===== src/rtl/smd_pkg.sv =====
package smd_pkg;

    // apb register map, byte addresses
    localparam int SMD_AW = 8;
    localparam logic [7:0] SMD_OFS_CTRL = 8'h00;
    localparam logic [7:0] SMD_OFS_BYTE = 8'h04;
    localparam logic [7:0] SMD_OFS_NVCFG = 8'h08;
    localparam logic [7:0] SMD_OFS_REGSEL = 8'h0c;
    localparam logic [7:0] SMD_OFS_REGDATA = 8'h10;
    localparam logic [7:0] SMD_OFS_TBL_FIRST = 8'h48;
    localparam logic [7:0] SMD_OFS_TBL_LAST = 8'h63;
    localparam logic [7:0] SMD_LEGACY_SHIFT = 8'h02;
    localparam int SMD_WORDS = 7;

    // emulated configuration register addresses and bit positions
    localparam logic [31:0] SMD_NVREG_THREE_ADDR = 32'h0000_0004;
    localparam logic [31:0] SMD_NVREG_ONE_ADDR = 32'h0000_0002;
    localparam int SMD_BIT_ARCH = 3;
    localparam int SMD_BIT_UNIFORM = 1;
    localparam int SMD_BIT_PARAM_TOP = 2;
    localparam logic [7:0] SMD_MASK_ARCH = 8'h08;
    localparam logic [7:0] SMD_MASK_PARAM_TOP = 8'h04;
    localparam logic [7:0] SMD_MASK_UNIFORM = 8'h02;

    // descriptor field values
    localparam logic [7:0] SMD_INSTR_READ_ANY = 8'h65;
    localparam logic [1:0] SMD_ADDR_LEN_VAR = 2'h3;
    localparam logic [3:0] SMD_LATENCY_VAR = 4'hf;
    localparam logic [1:0] SMD_RFU2 = 2'h3;
    localparam logic [5:0] SMD_RFU6 = 6'h3f;
    localparam logic [7:0] SMD_RFU8 = 8'hff;
    localparam logic [7:0] SMD_REGION_CNT_M1 = 8'h02;
    localparam logic [7:0] SMD_CONFIG_ID = 8'h01;

    // ctrl and byte register fields
    localparam int SMD_CTRL_LEGACY_BIT = 8;
    localparam int SMD_BYTE_VALID_BIT = 8;

    typedef struct packed {
        logic [7:0] mask;
        logic [1:0] addr_len;
        logic [1:0] rfu_a;
        logic [3:0] latency;
        logic [7:0] instr;
        logic [5:0] rfu_b;
        logic map_desc;
        logic end_flag;
    } smd_cmd_desc_t;

    typedef struct packed {
        logic [7:0] rfu;
        logic [7:0] region_cnt;
        logic [7:0] config_id;
        logic [5:0] rfu_b;
        logic map_desc;
        logic end_flag;
    } smd_map_hdr_t;

    typedef struct packed {
        logic uniform_block_size_select;
        logic param_sector_top_select;
        logic architecture_select;
    } smd_nvcfg_t;

    typedef struct packed {
        logic pslverr;
        logic [31:0] prdata;
    } smd_apb_rsp_t;

    function automatic logic [31:0] smd_cmd(input logic [7:0] mask, input logic last);
        smd_cmd_desc_t d;
        d = '{mask, SMD_ADDR_LEN_VAR, SMD_RFU2, SMD_LATENCY_VAR,
              SMD_INSTR_READ_ANY, SMD_RFU6, 1'b0, last};
        return d;
    endfunction

    localparam smd_map_hdr_t SMD_HDR = '{SMD_RFU8, SMD_REGION_CNT_M1, SMD_CONFIG_ID, SMD_RFU6, 1'b1, 1'b0};

    // table words, lowest byte at lowest offset
    localparam logic [31:0] SMD_TABLE [SMD_WORDS] = '{
        smd_cmd(SMD_MASK_ARCH, 1'b0),
        SMD_NVREG_THREE_ADDR,
        smd_cmd(SMD_MASK_PARAM_TOP, 1'b0),
        SMD_NVREG_ONE_ADDR,
        smd_cmd(SMD_MASK_UNIFORM, 1'b1),
        SMD_NVREG_THREE_ADDR,
        SMD_HDR
    };

endpackage


===== src/rtl/smd_table.sv =====
// Contract
// - first detect descriptor names register address 4 holding architecture bit.
// - second detect descriptor carries mask 0000_0100b, keeping bit 2.
// - placement bit reads 0 for bottom parameter sectors, 1 for top.
// - second detect descriptor names register address 2.
// - third detect descriptor carries mask 0000_0010b and register address 4.
// - uniform size bit reads 0 for 64-KB, 1 for 256-KB sectors.
// - every detect descriptor encodes 65h, address length 11b, latency 1111b.
// - only the third detect descriptor sets bit 0, the end flag.
// - bit 1 of each detect descriptor first dword is 0.
// - first header region count field 02h in bits 23:16.
// - first header configuration identifier 01h in bits 15:8.
// - header bit 1 set (map descriptor), bit 0 clear.
// - reserved fields read as all ones, header 31:24 is FFh.
// - architecture bit 3 at address 4 reads 0 hybrid, 1 uniform.
`timescale 1ns/1ps
module smd_table #(
    parameter logic ARCH_RESET = 1'b0,
    parameter logic PARAM_TOP_RESET = 1'b0,
    parameter logic UNIFORM_RESET = 1'b0
) (
    // clock and reset
    input wire logic pclk,
    input wire logic presetn,
    // apb slave
    input wire logic psel,
    input wire logic penable,
    input wire logic pwrite,
    input wire logic [smd_pkg::SMD_AW-1:0] paddr,
    input wire logic [31:0] pwdata,
    input wire logic [3:0] pstrb,
    output logic [31:0] prdata,
    output logic pready,
    output logic pslverr,
    // configuration bits as held
    output smd_pkg::smd_nvcfg_t nv_cfg
);
    import smd_pkg::*;

    logic [15:0] ctrl;
    logic [7:0] reg_sel;
    logic access;
    logic commit;
    logic [7:0] view_ofs;
    logic view_hit;
    logic [7:0] rel_ofs;
    logic [2:0] word_idx;
    logic [31:0] word_val;
    logic [7:0] table_byte;
    logic [7:0] reg_byte;
    smd_apb_rsp_t next_rsp;

    // transfer taken in the second access cycle, pready high for one cycle
    assign access = psel && penable && !pready;
    assign commit = psel && penable && pready && pwrite;

    // legacy view sits two bytes above the native view
    always_comb begin
        view_ofs = ctrl[7:0];
        if (ctrl[SMD_CTRL_LEGACY_BIT]) begin
            view_ofs = ctrl[7:0] - SMD_LEGACY_SHIFT;
        end
    end

    assign view_hit = (view_ofs >= SMD_OFS_TBL_FIRST) && (view_ofs <= SMD_OFS_TBL_LAST);
    assign rel_ofs = view_ofs - SMD_OFS_TBL_FIRST;
    assign word_idx = view_hit ? rel_ofs[4:2] : 3'h0;
    // table words are fixed, so the byte view and the word view can never disagree
    assign word_val = SMD_TABLE[word_idx];
    // header fields come from the same table word six
    logic hdr_sel;
    assign hdr_sel = (word_idx == 3'h6);

    // byte lane picked low byte first
    always_comb begin
        unique case (rel_ofs[1:0])
            2'h0: table_byte = word_val[7:0];
            2'h1: table_byte = word_val[15:8];
            2'h2: table_byte = word_val[23:16];
            2'h3: table_byte = word_val[31:24];
        endcase
    end

    // emulated read of the nonvolatile configuration registers
    always_comb begin
        reg_byte = 8'h00;
        if ({24'h000000, reg_sel} == SMD_NVREG_THREE_ADDR) begin
            reg_byte[SMD_BIT_ARCH] = nv_cfg.architecture_select;
            reg_byte[SMD_BIT_UNIFORM] = nv_cfg.uniform_block_size_select;
        end else if ({24'h000000, reg_sel} == SMD_NVREG_ONE_ADDR) begin
            reg_byte[SMD_BIT_PARAM_TOP] = nv_cfg.param_sector_top_select;
        end
    end

    // read data and error decode; unmapped addresses answer with pslverr
    always_comb begin
        next_rsp = '0;
        if (paddr >= SMD_OFS_TBL_FIRST && paddr <= SMD_OFS_TBL_LAST && paddr[1:0] == 2'h0) begin
            next_rsp.prdata = SMD_TABLE[3'((paddr - SMD_OFS_TBL_FIRST) >> 2)];
            next_rsp.pslverr = pwrite; // table is read-only
        end else begin
            unique case (paddr)
                SMD_OFS_CTRL: next_rsp.prdata = {16'h0000, ctrl};
                SMD_OFS_BYTE: begin
                    next_rsp.prdata[7:0] = view_hit ? table_byte : 8'h00;
                    next_rsp.prdata[SMD_BYTE_VALID_BIT] = view_hit;
                    next_rsp.pslverr = pwrite;
                end
                SMD_OFS_NVCFG: next_rsp.prdata = {29'h00000000, nv_cfg};
                SMD_OFS_REGSEL: next_rsp.prdata = {24'h000000, reg_sel};
                SMD_OFS_REGDATA: begin
                    next_rsp.prdata = {24'h000000, reg_byte};
                    next_rsp.pslverr = pwrite;
                end
                default: next_rsp.pslverr = 1'b1;
            endcase
        end
    end

    // apb handshake, one wait state per access
    always_ff @(posedge pclk or negedge presetn) begin
        if (!presetn) begin
            pready <= 1'b0;
        end else begin
            pready <= access;
        end
    end

    // response captured with pready so it stands while the master samples it
    always_ff @(posedge pclk or negedge presetn) begin
        if (!presetn) begin
            prdata <= 32'h0000_0000;
            pslverr <= 1'b0;
        end else if (access) begin
            prdata <= pwrite ? 32'h0000_0000 : next_rsp.prdata;
            pslverr <= next_rsp.pslverr;
        end else begin
            prdata <= 32'h0000_0000;
            pslverr <= 1'b0;
        end
    end

    // byte offset and view select, honouring strobes
    always_ff @(posedge pclk or negedge presetn) begin
        if (!presetn) begin
            ctrl <= 16'h0000;
        end else if (commit && paddr == SMD_OFS_CTRL) begin
            if (pstrb[0]) begin
                ctrl[7:0] <= pwdata[7:0];
            end
            if (pstrb[1]) begin
                ctrl[15:8] <= {7'h00, pwdata[SMD_CTRL_LEGACY_BIT]};
            end
        end
    end

    // configuration bits steer what the register read returns
    always_ff @(posedge pclk or negedge presetn) begin
        if (!presetn) begin
            nv_cfg <= '{UNIFORM_RESET, PARAM_TOP_RESET, ARCH_RESET};
        end else if (commit && paddr == SMD_OFS_NVCFG && pstrb[0]) begin
            nv_cfg <= pwdata[2:0];
        end
    end

    // register select for the emulated read any register path
    always_ff @(posedge pclk or negedge presetn) begin
        if (!presetn) begin
            reg_sel <= 8'h00;
        end else if (commit && paddr == SMD_OFS_REGSEL && pstrb[0]) begin
            reg_sel <= pwdata[7:0];
        end
    end

endmodule // smd_table


===== config.mk =====
export PLATFORM = sky130hd
export DESIGN_NAME = smd_table
export DESIGN_NICKNAME = d
export VERILOG_FILES = /design/src/rtl/smd_pkg.sv /design/src/rtl/smd_table.sv
export SDC_FILE = /design/constraint.sdc
export NUM_CORES = 1
export LEC_CHECK = 0
export BUFFER_PORTS_ARGS = -buffer_cell sky130_fd_sc_hd__buf_2
export CORE_MARGIN = 5
export CORE_UTILIZATION = 46
export CTS_CLUSTER_DIAMETER = 60
export CTS_CLUSTER_SIZE = 25
export DETAILED_ROUTE_END_ITERATION = 7
export PLACE_DENSITY = 0.77
export SLEW_MARGIN = 10
export SYNTH_ARGS = -nofsm -noshare
export SYNTH_HDL_FRONTEND = slang
export SYNTH_SLANG_ARGS = --single-unit

===== constraint.sdc =====
create_clock -name pclk -period 2.1 [get_ports pclk]
set_clock_uncertainty 0.15 [all_clocks]
set_input_delay 0.315 -clock pclk [delete_from_list [all_inputs] [get_ports pclk]]
set_output_delay 0.315 -clock pclk [all_outputs]
set_load 0.01 [all_outputs]

After elaboration in Yosys (flattened, before gate mapping)

Memory sizes are Yosys's and may differ from the RTL's.
Index checks and enable logic that the tools add are counted.

Register bits after elaboration: 54
Memory bits (read-only): 512
Bits of input ports: 49
Output and inout port bits: 37
Word-level logic and storage cells: 69
Memories: 2

$add $sub $neg: 3
Order comparisons: 6
Equality and inequality tests: 9
Multiplexer cells: 18
Bitwise operators: 2
Reductions and logical operators: 20

Memory list:

| memory           | depth | bits a word | read ports | clocked after memory_dff | write ports | RTL line        | text |
|---|---|---|---|---|---|---|---|
| (name not given) | 8     | 32          | 1          | 0                        | 0           | smd_table.sv:99 | `next_rsp.prdata = SMD_TABLE[3'((paddr - SMD_OFS_TBL_FIRST) >> 2)];` |
| (name not given) | 8     | 32          | 1          | 0                        | 0           | smd_table.sv:69 | `assign word_val = SMD_TABLE[word_idx];` |

Operators by type and width:

| kind                                                              | number |
|---|---|
| 2-to-1 mux 32 bit                                                 | 6 |
| case mux 9 bit (5 select lines)                                   | 1 |
| 2-to-1 mux 33 bit                                                 | 1 |
| case mux 8 bit (4 select lines)                                   | 1 |
| == test 8 x 3 -> 1 bit, second input constant                     | 2 |
| == test 8 x 4 -> 1 bit, second input constant                     | 2 |
| greater-or-equal comparator 8 x 7 -> 1 bit, second input constant | 2 |
| <= comparator 8 x 7 -> 1 bit, second input constant               | 2 |
| 2-to-1 mux 8 bit                                                  | 2 |
| logical AND 1 bit                                                 | 12 |
| subtractor 5 x 4 -> 5 bit, second input constant                  | 2 |
| == test 8 x 2 -> 1 bit, second input constant                     | 1 |
| == test 8 x 5 -> 1 bit, second input constant                     | 1 |
| greater-or-equal comparator 4 bit, second input constant          | 2 |
| logical NOT 8 bit                                                 | 1 |
| inverter 3 -> 4 bit                                               | 2 |
| subtractor 8 x 2 -> 8 bit, second input constant                  | 1 |
| 2-to-1 mux 1 bit                                                  | 5 |
| == test 2 bit, second input constant                              | 2 |
| logical NOT 2 bit                                                 | 2 |
| AND reduction 2 bit                                               | 2 |
| 2-to-1 mux 3 bit                                                  | 1 |
| OR reduction 3 bit                                                | 1 |
| == test 2 x 1 -> 1 bit, second input constant                     | 1 |
| other kinds (3)                                                   | 3 |

Logic depth before layout (Yosys ltp)

Gate-level depths: netlist of run 1.

Depth in word-level cells: 15
Gate-level depth with buffers: 9
Mapped depth without buffers: 9

Worst setup path after synthesis of run 1

OpenSTA, ideal clock, no wires.

Path type: input-to-reg
Start point: input port paddr[3] (netlist name)
End point: register prdata[5]
Library setup time: 77 ps
Arrival: 2226 ps
Required time: 1873 ps
Setup slack: -353 ps
Cell stages on the path: 9
Path buffers: 1
Cells stage by stage: clkbuf_1 -> clkinv_1 -> ha_1 -> nor2_1 -> o31ai_4 -> a21o_1 -> a2111oi_0 -> nand2_1 -> o21ai_1

Longest elaborated chain between the ends: 8
Elaborated cells between the ends (all ways): 18
Classes of those cells: 1 x add/sub; 2 x order compare; 4 x eq/ne; 6 x mux; 1 x bitwise; 3 x reduce/logical; 1 x memory

RTL lines:

| what                                                 | RTL line         | text |
|---|---|---|
| start, declared                                      | smd_table.sv:29  | `input wire logic [smd_pkg::SMD_AW-1:0] paddr,` |
| subtractor 5 x 4 -> 5 bit                            | smd_table.sv:99  |  |
| inverter 3 -> 4 bit (implied by the code)            | smd_table.sv:99  |  |
| memory (8 x 32 bit)                                  | -                |  |
| 2-to-1 mux 32 bit (implied by the code) (2 in a row) | smd_table.sv:99  |  |
| 2-to-1 mux 33 bit (*)                                | smd_table.sv:98  | `if (paddr >= SMD_OFS_TBL_FIRST && paddr <= SMD_OFS_TBL_LAST && paddr[1:0] == 2'h0) begin` |
| 2-to-1 mux 32 bit (*)                                | smd_table.sv:135 | `prdata <= pwrite ? 32'h0000_0000 : next_rsp.prdata;` |
| 2-to-1 mux 32 bit (*)                                | smd_table.sv:134 | `end else if (access) begin` |
| end signal, assigned                                 | smd_table.sv:135 |  |
| end, declared                                        | smd_table.sv:32  | `output logic [31:0] prdata,` |

Every way passes the cells marked *; elsewhere a longest branch is shown, timed or not. The select of a mux whose other input is x is not followed.
A chain may end at the register's enable or synchronous reset.

Final worst setup path of run 1

Start point: register ctrl[1]
End point: register prdata[0]

Longest elaborated chain between the ends: 15
Elaborated cells between the ends (all ways): 21
Classes of those cells: 2 x add/sub; 2 x order compare; 3 x eq/ne; 10 x mux; 1 x bitwise; 2 x reduce/logical; 1 x memory

RTL lines:

| what                                                                                              | RTL line         | text |
|---|---|---|
| start, declared                                                                                   | smd_table.sv:40  | `logic [15:0] ctrl;` |
| start signal, assigned                                                                            | smd_table.sv:149 | `ctrl[7:0] <= pwdata[7:0];` |
| subtractor 8 x 2 -> 8 bit                                                                         | smd_table.sv:61  | `view_ofs = ctrl[7:0] - SMD_LEGACY_SHIFT;` |
| 2-to-1 mux 8 bit (*)                                                                              | smd_table.sv:60  | `if (ctrl[SMD_CTRL_LEGACY_BIT]) begin` |
| greater-or-equal comparator 8 x 7 -> 1 bit / <= comparator 8 x 7 -> 1 bit (equally long branches) | smd_table.sv:65  | `assign view_hit = (view_ofs >= SMD_OFS_TBL_FIRST) && (view_ofs <= SMD_OFS_TBL_LAST);` |
| logical AND 1 bit                                                                                 | smd_table.sv:65  |  |
| 2-to-1 mux 3 bit                                                                                  | smd_table.sv:67  | `assign word_idx = view_hit ? rel_ofs[4:2] : 3'h0;` |
| inverter 3 -> 4 bit (implied by the code)                                                         | smd_table.sv:69  |  |
| memory (8 x 32 bit)                                                                               | -                |  |
| 2-to-1 mux 32 bit (implied by the code) (2 in a row)                                              | smd_table.sv:69  |  |
| case mux 8 bit (4 select lines)                                                                   | smd_table.sv:76  | `unique case (rel_ofs[1:0])` |
| 2-to-1 mux 8 bit (*)                                                                              | smd_table.sv:105 | `next_rsp.prdata[7:0] = view_hit ? table_byte : 8'h00;` |
| case mux 9 bit (5 select lines) (*)                                                               | smd_table.sv:102 | `unique case (paddr)` |
| 2-to-1 mux 33 bit (*)                                                                             | smd_table.sv:98  |  |
| 2-to-1 mux 32 bit (*)                                                                             | smd_table.sv:135 |  |
| 2-to-1 mux 32 bit (*)                                                                             | smd_table.sv:134 |  |

Marks and branches as above.

==> out/summary.txt, run 1 <==
Place WS - -211 ps
Skew-Pair Late Insertion Delay - 290 ps
async set-reset flop share out of synthesis - 100%
Cells after DPL - 374
Post-DRT Antenna Nets - 0
routed vias - 2,074
Max Cap Viol - 0
min cycle time layout - 2290 ps
CTS tree - done
post-synth top area cell - dfrtp_1
critical path class - register to register
Clk pwr share - 36.3%
most frequent cell after synthesis - dfrtp_1
PD cells - 424 nW/µm²
share of cells above drive strength 1 - 51.1%
Starting Density - 47.9%
CP Capture Type - register
vias in the first global route - 1,998
Inserted Clock Buffers - 5
VDD IR max - 0.338 mV
XOR/XNOR Fraction of Synth Area - 2.07%
first-pass GRT wire length - 9.65 mm
IO Count - 86
final worst setup slack - -189 ps
syn_area_per_cell - 10.6 µm²
slowest CP cell - dfrtp_2
crit path cell chain - buf_4 > buf_6 > nor4b_4 > a32oi_2 > and2_1 > o21bai_1 > a311oi_2 > o311a_1
Crit path max-delay family - compound AO/OA/AOI/OAI gates
# diodes - 0
fill count - 425
Root Buffer - clkbuf_8
DP Wirelength - 4.59 mm
Max clock buf depth - 2
WP data required - 2100 ps
leakage - 1.62 nW
vias per cell - 5.33
synthesized flop and latch total - 37
worst hold slack - 95.8 ps
DRC - 0
DR WL/cell - 15.1 µm
Synth area leaders - dfrtp_1 37%, mux2_4 12%, buf_4 5.8%
DR iter-0 viols - 104
Fmax - 0.437 GHz
sw frac - 23.5%
core area - 5170 µm²
failing checks - setup timing
I/O Buffers - 56
Fin. Hold Viols - 0
largest family of logic cells by synthesized area - simple AND/OR/NAND/NOR gates
number of detailed-route iterations in the first pass - 4
Crit path arrival time - 2290 ps
gr usage total - 16.7%
RePlAce Congestion - 0.876
Worst-Margin Slew - 784 ps
EDFF count, synth - 0
Rel. slew slack - 47.7%
FP Rows - 26
Psw - 0.319 mW
Reg clk slew, reported paths - 70 ps
hold path depth - 2
sequential share of the synthesized area - 37.4%
largest net degree at the start of global routing - 38
simple-gate share of the synthesized area - 19.3%
logic gate share of total power - 10.8%
initial antenna violation count - 0
Max Slew Vio Count - 0
startpoint types - register
Yosys cell types - 71
Post-Synth Adder-Cell Area - 1.01%
total gr overflow - 0
worst hold path type - input pin to register
Synth Area in Compound Gates - 18.8%
cell count after synthesis - 233
Max H-tree Level - 2
worst r2r path cells - 8
die area - 6950 µm²
nets - 369
Worst path depth - 8
mapped cell area - 2480 µm²
top cell type's share of synthesized area - 37.4%
Final Cycle Share - 109%
die height - 83.4 µm
Setup Viol. Count Final - 8
Bufs and invs on worst path - 2
mux cell area share after synthesis - 13.2%
internal power - 1.04 mW
status - finished, violations left
non-filler instance count after layout - 389
Total Routed Length - 5.87 mm
clock sink total - 37
unrepaired setup endpoints after global routing - yes
Top FF cell, synth - dfrtp_1
area delta synth->final - 29.2%
Syn. warnings - 0
die width - 83.4 µm
total power draw - 1.36 mW
Flop pwr share - 52.9%
setup_tns - -1100 ps
Post-synth top cells - 37 x dfrtp_1, 19 x buf_4, 19 x mux2_4
worst-path fanout max - 3
slowest stage delay, CP - 420 ps
[through the flow]
stage               utilization (%)  area (µm²)
finish                         61.9        3200
global route                   61.9        3200
CTS                            61.4        3170
detailed placement             58.1        3000
global placement               58.1        3000
floorplan                         -        2530
[placed cells by master, fill, tap and decap left out, drive strengths merged, types with 3 or more instances in the layout]
master and count:
nand2b 3, nand3 3, nor2 16, buf 99, xnor2 3, a22o 4, mux2 20, and2 3
nor3 10, nand2 15, conb 4, a21o 4, dfrtp 37, a21oi 15, nor2b 3, a31oi 3
inv 7, mux2i 3, clkbuf 7, o21ai 12
[sequential cells by signal (all words and copies together) (netlist names)]
signal,flops
prdata,15
ctrl,9
reg_sel,8
nv_cfg,3
pslverr,1
pready,1
[layout make-up]
cell class | count | area (µm²) | share of cell area [%]
clock buffer | 7 | 86.3 | 2.70
clock inverter | 1 | 7.51 | 0.234
timing repair buffer | 100 | 617 | 19.3
sequential | 37 | 928 | 29.0
multi-input combinational | 166 | 1440 | 45.1
tap | 70 | 87.6 | 2.74
inverter | 8 | 31.3 | 0.977
[final timing paths]
path | end | slack, ps | startpoint
max reg2reg | prdata[0]$_DFF_PN0_ | -190 | ctrl[1]$_DFFE_PN0P_
min | prdata[23]$_DFF_PN0_ | 100 | paddr[2]
max in group asynchronous | ctrl[2]$_DFFE_PN0P_ | 760 | presetn
min reg2reg | pready$_DFF_PN0_ | 370 | pready$_DFF_PN0_
min in group asynchronous | ctrl[0]$_DFFE_PN0P_ | 500 | presetn
max | prdata[0]$_DFF_PN0_ | -190 | ctrl[1]$_DFFE_PN0P_
[layer usage]
| layer | vias up | track usage (%) | share of wire [%] |
|---|---|---|---|
| met1 | 985 | 21.9 | 45 |
| met5 | - | 0 | 0 |
| met4 | 0 | 2.82 | 0.26 |
| met2 | 79 | 27.3 | 47 |
| li1 | 1008 | - | - |
| met3 | 2 | 5.05 | 7.6 |
[power by group through the flow]
stage	sequential, mW	combinational [mW]	clock, mW
detailed placement	0.732	0.143	0
global route	0.719	0.162	0.532
floorplan	0.734	0.0716	0
finish	0.719	0.147	0.493
CTS	0.718	0.146	0.506
global placement	0.732	0.139	0
[cells by family after synthesis]
logic type | Yosys count
AND/OR/NAND/NOR | 68
AO/OA/AOI/OAI | 64
flip-flops | 37
buffers and inverters | 33
multiplexers | 23
XOR/XNOR | 5
adder cells (fa/ha/maj) | 2
other | 1
[timing repair]
item,CTS,global route
setup endpoints to repair,8,9
setup buffers,5,1
endpoints found under the hold margin,37,0
resized for setup,7,6
hold buffers,1,0
pin swaps,4,5
No activity file was read; power rests on OpenSTA's default activity.
==> inputs of run 2 (changes only) <==
--- a/config.mk
+++ b/config.mk
@@ -13,6 +13,8 @@
 export DETAILED_ROUTE_END_ITERATION = 7
 export PLACE_DENSITY = 0.77
+export SKIP_LAST_GASP = 1
 export SLEW_MARGIN = 10
 export SYNTH_ARGS = -nofsm -noshare
 export SYNTH_HDL_FRONTEND = slang
 export SYNTH_SLANG_ARGS = --single-unit
+export TNS_END_PERCENT = 30
==> constraint.sdc (replaced) <==
create_clock -name pclk -period 2.1 [get_ports pclk]
set_clock_uncertainty 0.15 [all_clocks]
set_input_delay 0.105 -clock pclk [delete_from_list [all_inputs] [get_ports pclk]]
set_output_delay 0.105 -clock pclk [all_outputs]
set_load 0.01 [all_outputs]
==> run 2 against run 1 <==
  * Die area stayed put
  * Critical endpoint unchanged
  * Wire length is 5.0% higher
  * Highest routed layer unchanged
  * Fmax is 2.2% higher
  * Final cell count is 1.5% higher
  * Count of clock-buffer cells in the layout is 2 lower
  * Global-route usage is 1.5 points higher
  * Final area is 3.3% higher
  * The run ends with hold timing, setup timing left
  * Non-clock buffer count is 6 higher
==> out/summary.txt, run 2 (same netlist as run 1, synthesis figures left out) <==
logic gate share of total power - 9.8% (was 10.8%)
status - finished, violations left (unchanged)
failing checks - hold timing, setup timing (was setup timing)
IO Count - 86 (unchanged)
critical path class - register to register (unchanged)
DP Wirelength - 4.69 mm (was 4.59 mm)
Skew-Pair Late Insertion Delay - 290 ps (about the same)
internal power - 1.25 mW (was 1.04 mW)
Total Routed Length - 6.16 mm (was 5.87 mm)
initial antenna violation count - 0 (unchanged)
reg-to-reg endpoint - prdata[0]$_DFF_PN0_ (unchanged)
hold path endpoint - prdata[23]$_DFF_PN0_ (unchanged)
total power draw - 1.60 mW (was 1.36 mW)
Max clock buf depth - 2 (unchanged)
largest registers - prdata x15, ctrl x9, reg_sel x8 (unchanged)
Rel. slew slack - 47.5% (was 47.7%)
Flop pwr share - 45.0% (was 52.9%)
FP Rows - 26 (unchanged)
worst hold path type - input pin to register (unchanged)
DR iter-0 viols - 120 (was 104)
unrepaired setup endpoints after global routing - yes (unchanged)
core area - 5170 µm² (unchanged)
die area - 6950 µm² (unchanged)
Setup Viol. Count Final - 8 (unchanged)
Inserted Clock Buffers - 5 (unchanged)
largest net degree at the start of global routing - 38 (unchanged)
PD cells - 482 nW/µm² (was 424 nW/µm²)
final worst setup slack - -139 ps (was -189 ps)
CP Capture Type - register (unchanged)
die width - 83.4 µm (unchanged)
routed vias - 2,169 (was 2,074)
worst hold slack - -1.48 ps (was 95.8 ps)
commonest cells after routing, fill and taps aside - 56 x buf_2, 34 x dfrtp_1, 33 x buf_4, 19 x mux2_4 (was 56 x buf_2, 42 x buf_4, 35 x dfrtp_1, 19 x mux2_4, 14 x nor2_1)
number of detailed-route iterations in the first pass - 4 (unchanged)
leakage - 1.66 nW (was 1.62 nW)
nets - 375 (was 369)
Fmax - 0.447 GHz (was 0.437 GHz)
sw frac - 21.4% (was 23.5%)
fill count - 407 (was 425)
vias per cell - 5.49 (was 5.33)
Root Buffer - clkbuf_8 (unchanged)
Worst-Margin Slew - 787 ps (was 784 ps)
share of cells above drive strength 1 - 47.1% (was 51.1%)
hold path start - paddr[2] (unchanged)
CTS tree - done (unchanged)
WP data required - 2130 ps (was 2100 ps)
area delta synth->final - 33.5% (was 29.2%)
RePlAce Congestion - 0.819 (was 0.876)
startpoint types - register (unchanged)
I/O Buffers - 56 (unchanged)
Reg clk slew, reported paths - 70 ps (about the same)
max reg flops - 15 (unchanged)
Final Cycle Share - 107% (was 109%)
Starting Density - 47.9% (unchanged)
vias in the first global route - 2,124 (was 1,998)
Psw - 0.342 mW (was 0.319 mW)
gr usage total - 18.1% (was 16.7%)
design area - 3310 µm² (was 3200 µm²)
first-pass GRT wire length - 10.3 mm (was 9.65 mm)
DR WL/cell - 15.6 µm (was 15.1 µm)
DRC - 0 (unchanged)
Top reg by flops - prdata (unchanged)
clock sink total - 37 (unchanged)
Post-DRT Antenna Nets - 0 (unchanged)
min cycle time layout - 2240 ps (was 2290 ps)
# diodes - 0 (unchanged)
R2R setup slack - -140 ps (was -190 ps)
worst-path fanout max - 3 (unchanged)
VDD IR max - 0.374 mV (was 0.338 mV)
die height - 83.4 µm (unchanged)
Max Slew Vio Count - 0 (unchanged)
Placement Cell Area - 2960 µm² (was 3000 µm²)
worst r2r path cells - 8 (unchanged)
Max Cap Viol - 0 (unchanged)
Max H-tree Level - 2 (unchanged)
commonest non-fill, non-tap cell in the layout - buf_2 (unchanged)
Clk pwr share - 45.2% (was 36.3%)
Fin. Hold Viols - 1 (was 0)
reg2reg start - ctrl[1]$_DFFE_PN0P_ (unchanged)
total gr overflow - 0 (unchanged)
hold path depth - 2 (unchanged)
Crit path arrival time - 2270 ps (was 2290 ps)
run 2: cell types whose count changed in the layout (fill, tap and decap cells not counted), sizes merged:
cell	previous run	this run
buf	99	92
bufinv	0	2
clkbuf	7	5
clkinv	1	2
clkinvlp	1	0
dlygate4sd3	1	14
run 2: worst max path at each step:
stage                          end  cells after the start  slack (ps)           startpoint
3_3_place_gp   prdata[1]$_DFF_PN0_                      9        -120  ctrl[1]$_DFFE_PN0P_
4_1_cts        prdata[1]$_DFF_PN0_                      9        -130  ctrl[1]$_DFFE_PN0P_
3_5_place_dp   prdata[3]$_DFF_PN0_                      9        -140  ctrl[1]$_DFFE_PN0P_
5_1_grt        prdata[2]$_DFF_PN0_                      9        -270  ctrl[1]$_DFFE_PN0P_
2_1_floorplan  prdata[0]$_DFF_PN0_                      9         -30  ctrl[1]$_DFFE_PN0P_
6_report       prdata[0]$_DFF_PN0_                      8        -140  ctrl[1]$_DFFE_PN0P_
run 2: critical path, cell delays in order (launching register included):
cell and delay (ps):
dfrtp_2 430, buf_6 130, buf_6 110, nor4b_4 300
a32oi_1 180, and2_1 210, o21bai_1 200, a311oi_1 120
o311a_1 290
run 2: metrics by stage:
step	instances	util (%)	setup slack [ps]	hold WS, ps	TNS [ps]
floorplan	236	-	-25.5	-341	-30.0
global placement	370	57.1	-124	72.1	-606
detailed placement	370	57.1	-144	83.6	-1230
CTS	394	63.6	-129	5.31	-670
global route	395	64.0	-267	10.5	-1830
finish	395	64.0	-139	-1.48	-908
run 2: repair_timing:
action                                  in CTS  in global routing
endpoints found under the setup margin       8                  8
hold buffers                                14                  0
pin swaps                                    6                  3
gates resized for setup                      8                  6
hold endpoints to repair                    60                  0
setup buffers                                2                  1
run 2: power groups by stage:
stage | Sequential (mW) | Combinational, mW | Clock (mW)
final | 0.719 | 0.156 | 0.721
after global routing | 0.719 | 0.173 | 0.757
after CTS | 0.719 | 0.155 | 0.723
after detailed placement | 0.732 | 0.134 | 0
after global placement | 0.732 | 0.131 | 0
after floorplan | 0.734 | 0.0689 | 0
run 2: area by class of cell:
type                            instances  area (µm²)  area share [%]
Clock buffer                            5        68.8            2.08
Tap cell                               70        87.6            2.65
Sequential cell                        37         930            28.1
Timing Repair Buffer                  106         702            21.2
Multi-Input combinational cell        166        1420            43.0
Inverter                                8        31.3           0.946
Clock inverter                          3        65.1            1.97
run 2: layer usage:
metal | global-route usage (%) | wire length [µm] | vias to the layer above
li1 | - | - | 1031
met5 | 0 | 0 | -
met2 | 29.7 | 2950 | 96
met1 | 23.4 | 2590 | 1030
met4 | 5.35 | 110 | 0
met3 | 4.85 | 503 | 12
==> inputs of run 3 (changes only) <==
- CELL_PAD_IN_SITES_DETAIL_PLACEMENT: not set -> 1
- CELL_PAD_IN_SITES_GLOBAL_PLACEMENT: not set -> 1
- CORE_UTILIZATION: 46 -> 34
- PLACE_DENSITY: 0.77 -> not set
- PLACE_DENSITY_LB_ADDON: not set -> 0.1
==> run 3 against run 2 <==
  * The flow finishes with violations (setup timing)
  * Global-route usage fell by 1.1 points
  * Final cell count is 10% higher
  * Critical path depth grew 1
  * Utilization shrank 15 points
  * Critical path type unchanged
  * Worst hold slack gained 7.4 ps
  * Highest routed layer unchanged
  * Largest cell class unchanged
==> out/summary.txt, run 3 (same netlist as run 1, synthesis figures left out) <==
non-filler instance count after layout - 435 (was 395)
Top reg by flops - prdata (unchanged)
final worst setup slack - -216 ps (was -139 ps)
worst-path fanout max - 5 (was 3)
worst hold slack - 5.87 ps (was -1.48 ps)
Crit path arrival time - 2370 ps (was 2270 ps)
nets - 386 (was 375)
CP Capture Type - register (unchanged)
startpoint types - register (unchanged)
Starting Density - 34.5% (was 47.9%)
reg2reg start - ctrl[1]$_DFFE_PN0P_ (unchanged)
fill count - 809 (was 407)
die area - 9090 µm² (was 6950 µm²)
leakage - 1.73 nW (was 1.66 nW)
area delta synth->final - 40.6% (was 33.5%)
die width - 95.4 µm (was 83.4 µm)
vias per cell - 4.89 (was 5.49)
I/O Buffers - 56 (unchanged)
CTS tree - done (unchanged)
vias in the first global route - 2,282 (was 2,124)
largest net degree at the start of global routing - 38 (unchanged)
PD cells - 462 nW/µm² (was 482 nW/µm²)
commonest cells after routing, fill and taps aside - 56 x buf_2, 49 x buf_4, 35 x dfrtp_1, 19 x mux2_4, 14 x nor2_1 (was 56 x buf_2, 34 x dfrtp_1, 33 x buf_4, 19 x mux2_4)
Max H-tree Level - 2 (unchanged)
max reg flops - 15 (unchanged)
DP Wirelength - 5.58 mm (was 4.69 mm)
Critical Path Most Common Cell - buf_4 (was buf_6)
WP data required - 2150 ps (was 2130 ps)
Worst-Margin Slew - 824 ps (was 787 ps)
Max Slew Vio Count - 0 (unchanged)
min cycle time layout - 2320 ps (was 2240 ps)
Crit. Startpoint - ctrl[1]$_DFFE_PN0P_ (unchanged)
Seq. cell area - 928 µm² (was 930 µm²)
Cells after DPL - 410 (was 370)
Crit path max-delay family - compound AO/OA/AOI/OAI gates (unchanged)
RePlAce Congestion - 0.893 (was 0.819)
IO Count - 86 (unchanged)
critical path class - register to register (unchanged)
Inserted Clock Buffers - 5 (unchanged)
core area - 7180 µm² (was 5170 µm²)
Fmax - 0.432 GHz (was 0.447 GHz)
multi-input logic area - 1500 µm² (was 1420 µm²)
die height - 95.4 µm (was 83.4 µm)
Root Buffer - clkbuf_8 (unchanged)
Total Routed Length - 7.17 mm (was 6.16 mm)
failing checks - setup timing (was hold timing, setup timing)
largest registers - prdata x15, ctrl x9, reg_sel x8 (unchanged)
unrepaired setup endpoints after global routing - yes (unchanged)
clock sink total - 37 (unchanged)
number of detailed-route iterations in the first pass - 4 (unchanged)
slowest CP cell - dfrtp_2 (unchanged)
# diodes - 0 (unchanged)
Skew-Pair Late Insertion Delay - 290 ps (about the same)
DR iter-0 viols - 60 (was 120)
Max clock buf depth - 2 (unchanged)
status - finished, violations left (unchanged)
Rel. slew slack - 45.1% (was 47.5%)
Setup Viol. Count Final - 8 (unchanged)
DR WL/cell - 16.5 µm (was 15.6 µm)
FP Rows - 31 (was 26)
total gr overflow - 0 (unchanged)
Fin. Hold Viols - 0 (was 1)
initial antenna violation count - 0 (unchanged)
Post-DRT Antenna Nets - 0 (unchanged)
hold path start - psel (was paddr[2])
first-pass GRT wire length - 12.0 mm (was 10.3 mm)
gr usage total - 17.0% (was 18.1%)
DRC - 0 (unchanged)
Reg clk slew, reported paths - 80 ps (was 70 ps)
Max Cap Viol - 0 (unchanged)
commonest non-fill, non-tap cell in the layout - buf_2 (unchanged)
worst hold path type - input pin to register (unchanged)
routed vias - 2,127 (was 2,169)
Bufs and invs on worst path - 3 (was 2)
share of cells above drive strength 1 - 52.1% (was 47.1%)
Final Cycle Share - 110% (was 107%)
slowest stage delay, CP - 420 ps (was 430 ps)
VDD IR max - 0.348 mV (was 0.374 mV)
crit path cell chain - buf_4 > buf_4 > nor4b_4 > a32oi_2 > nand2_2 > buf_4 > nand2b_4 > a311o_1 > a21oi_2 (was buf_6 > buf_6 > nor4b_4 > a32oi_1 > and2_1 > o21bai_1 > a311oi_1 > o311a_1)
## run 3: cell types whose count changed in the layout (fill, tap and decap cells not counted), moves of 2 or more
cell / change
buf_4: +16
nand2_2: +2
o21ai_2: +2
nand2_1: -2
dlygate4sd3_1: -2
buf_6: -3
and2_1: -2
## run 3: worst reg2reg max path, cell delays in order, from the launching register on
cell and delay (ps):
dfrtp_2 420, buf_4 160, buf_4 140, nor4b_4 290, a32oi_2 170, nand2_2 140
buf_4 140, nand2b_4 70, a311o_1 380, a21oi_2 170
## run 3: stage by stage
| stage | power [mW] | instance area, µm² | utilization [%] | setup slack, ps | TNS, ps |
|---|---|---|---|---|---|
| after floorplan | 0.803 | 2510 | - | -25.5 | -30.0 |
| after global placement | 0.875 | 3070 | 42.8 | -152 | -938 |
| after detailed placement | 0.877 | 3070 | 42.8 | -214 | -1700 |
| after CTS | 1.63 | 3480 | 48.5 | -156 | -880 |
| after global routing | 1.69 | 3480 | 48.5 | -317 | -2200 |
| final | 1.61 | 3480 | 48.5 | -216 | -1100 |
## run 3: layout make-up
cell class / instances / area share [%]
inverters: 8 / 0.898
clock buffers: 5 / 1.98
flip-flops and latches: 37 / 26.7
multi-input cells: 166 / 43.0
well taps: 99 / 3.56
repair buffers: 117 / 22.1
clock inverters: 3 / 1.87
## run 3: timing repair
item,in CTS,in global routing
gates cloned,0,0
pin swaps,17,2
setup endpoints to repair,9,9
hold buffers,12,0
endpoints found under the hold margin,59,0
setup buffers,5,0
resized for setup,23,1
## run 3: metal layers
layer  GRT usage [%]  part of all wire (%)  vias up
li1                -                     -     1042
met1            22.5                    46     1025
met2            29.1                    48       53
met3            2.76                   4.2        7
met4            3.97                   1.3        0
met5               0                     0        -
## run 3: path summary, 6_finish.rpt
check	cells past startpoint	slack (ps)	endpoint
setup / recovery	9	-220	prdata[1]$_DFF_PN0_
hold / removal	3	6	pready$_DFF_PN0_
setup reg to reg	9	-220	prdata[1]$_DFF_PN0_
hold reg to reg	1	370	pready$_DFF_PN0_
max in group asynchronous	2	920	ctrl[2]$_DFFE_PN0P_
min in group asynchronous	2	320	pready$_DFF_PN0_
## run 3: power breakdown
group / total, mW / switching, mW / internal (mW) / leakage [nW]
clock: 0.727 / 0.255 / 0.472 / 0.0681
combinational: 0.164 / 0.0941 / 0.0700 / 1.15
sequential: 0.718 / 0.00279 / 0.715 / 0.512
total: 1.61 / 0.352 / 1.26 / 1.73
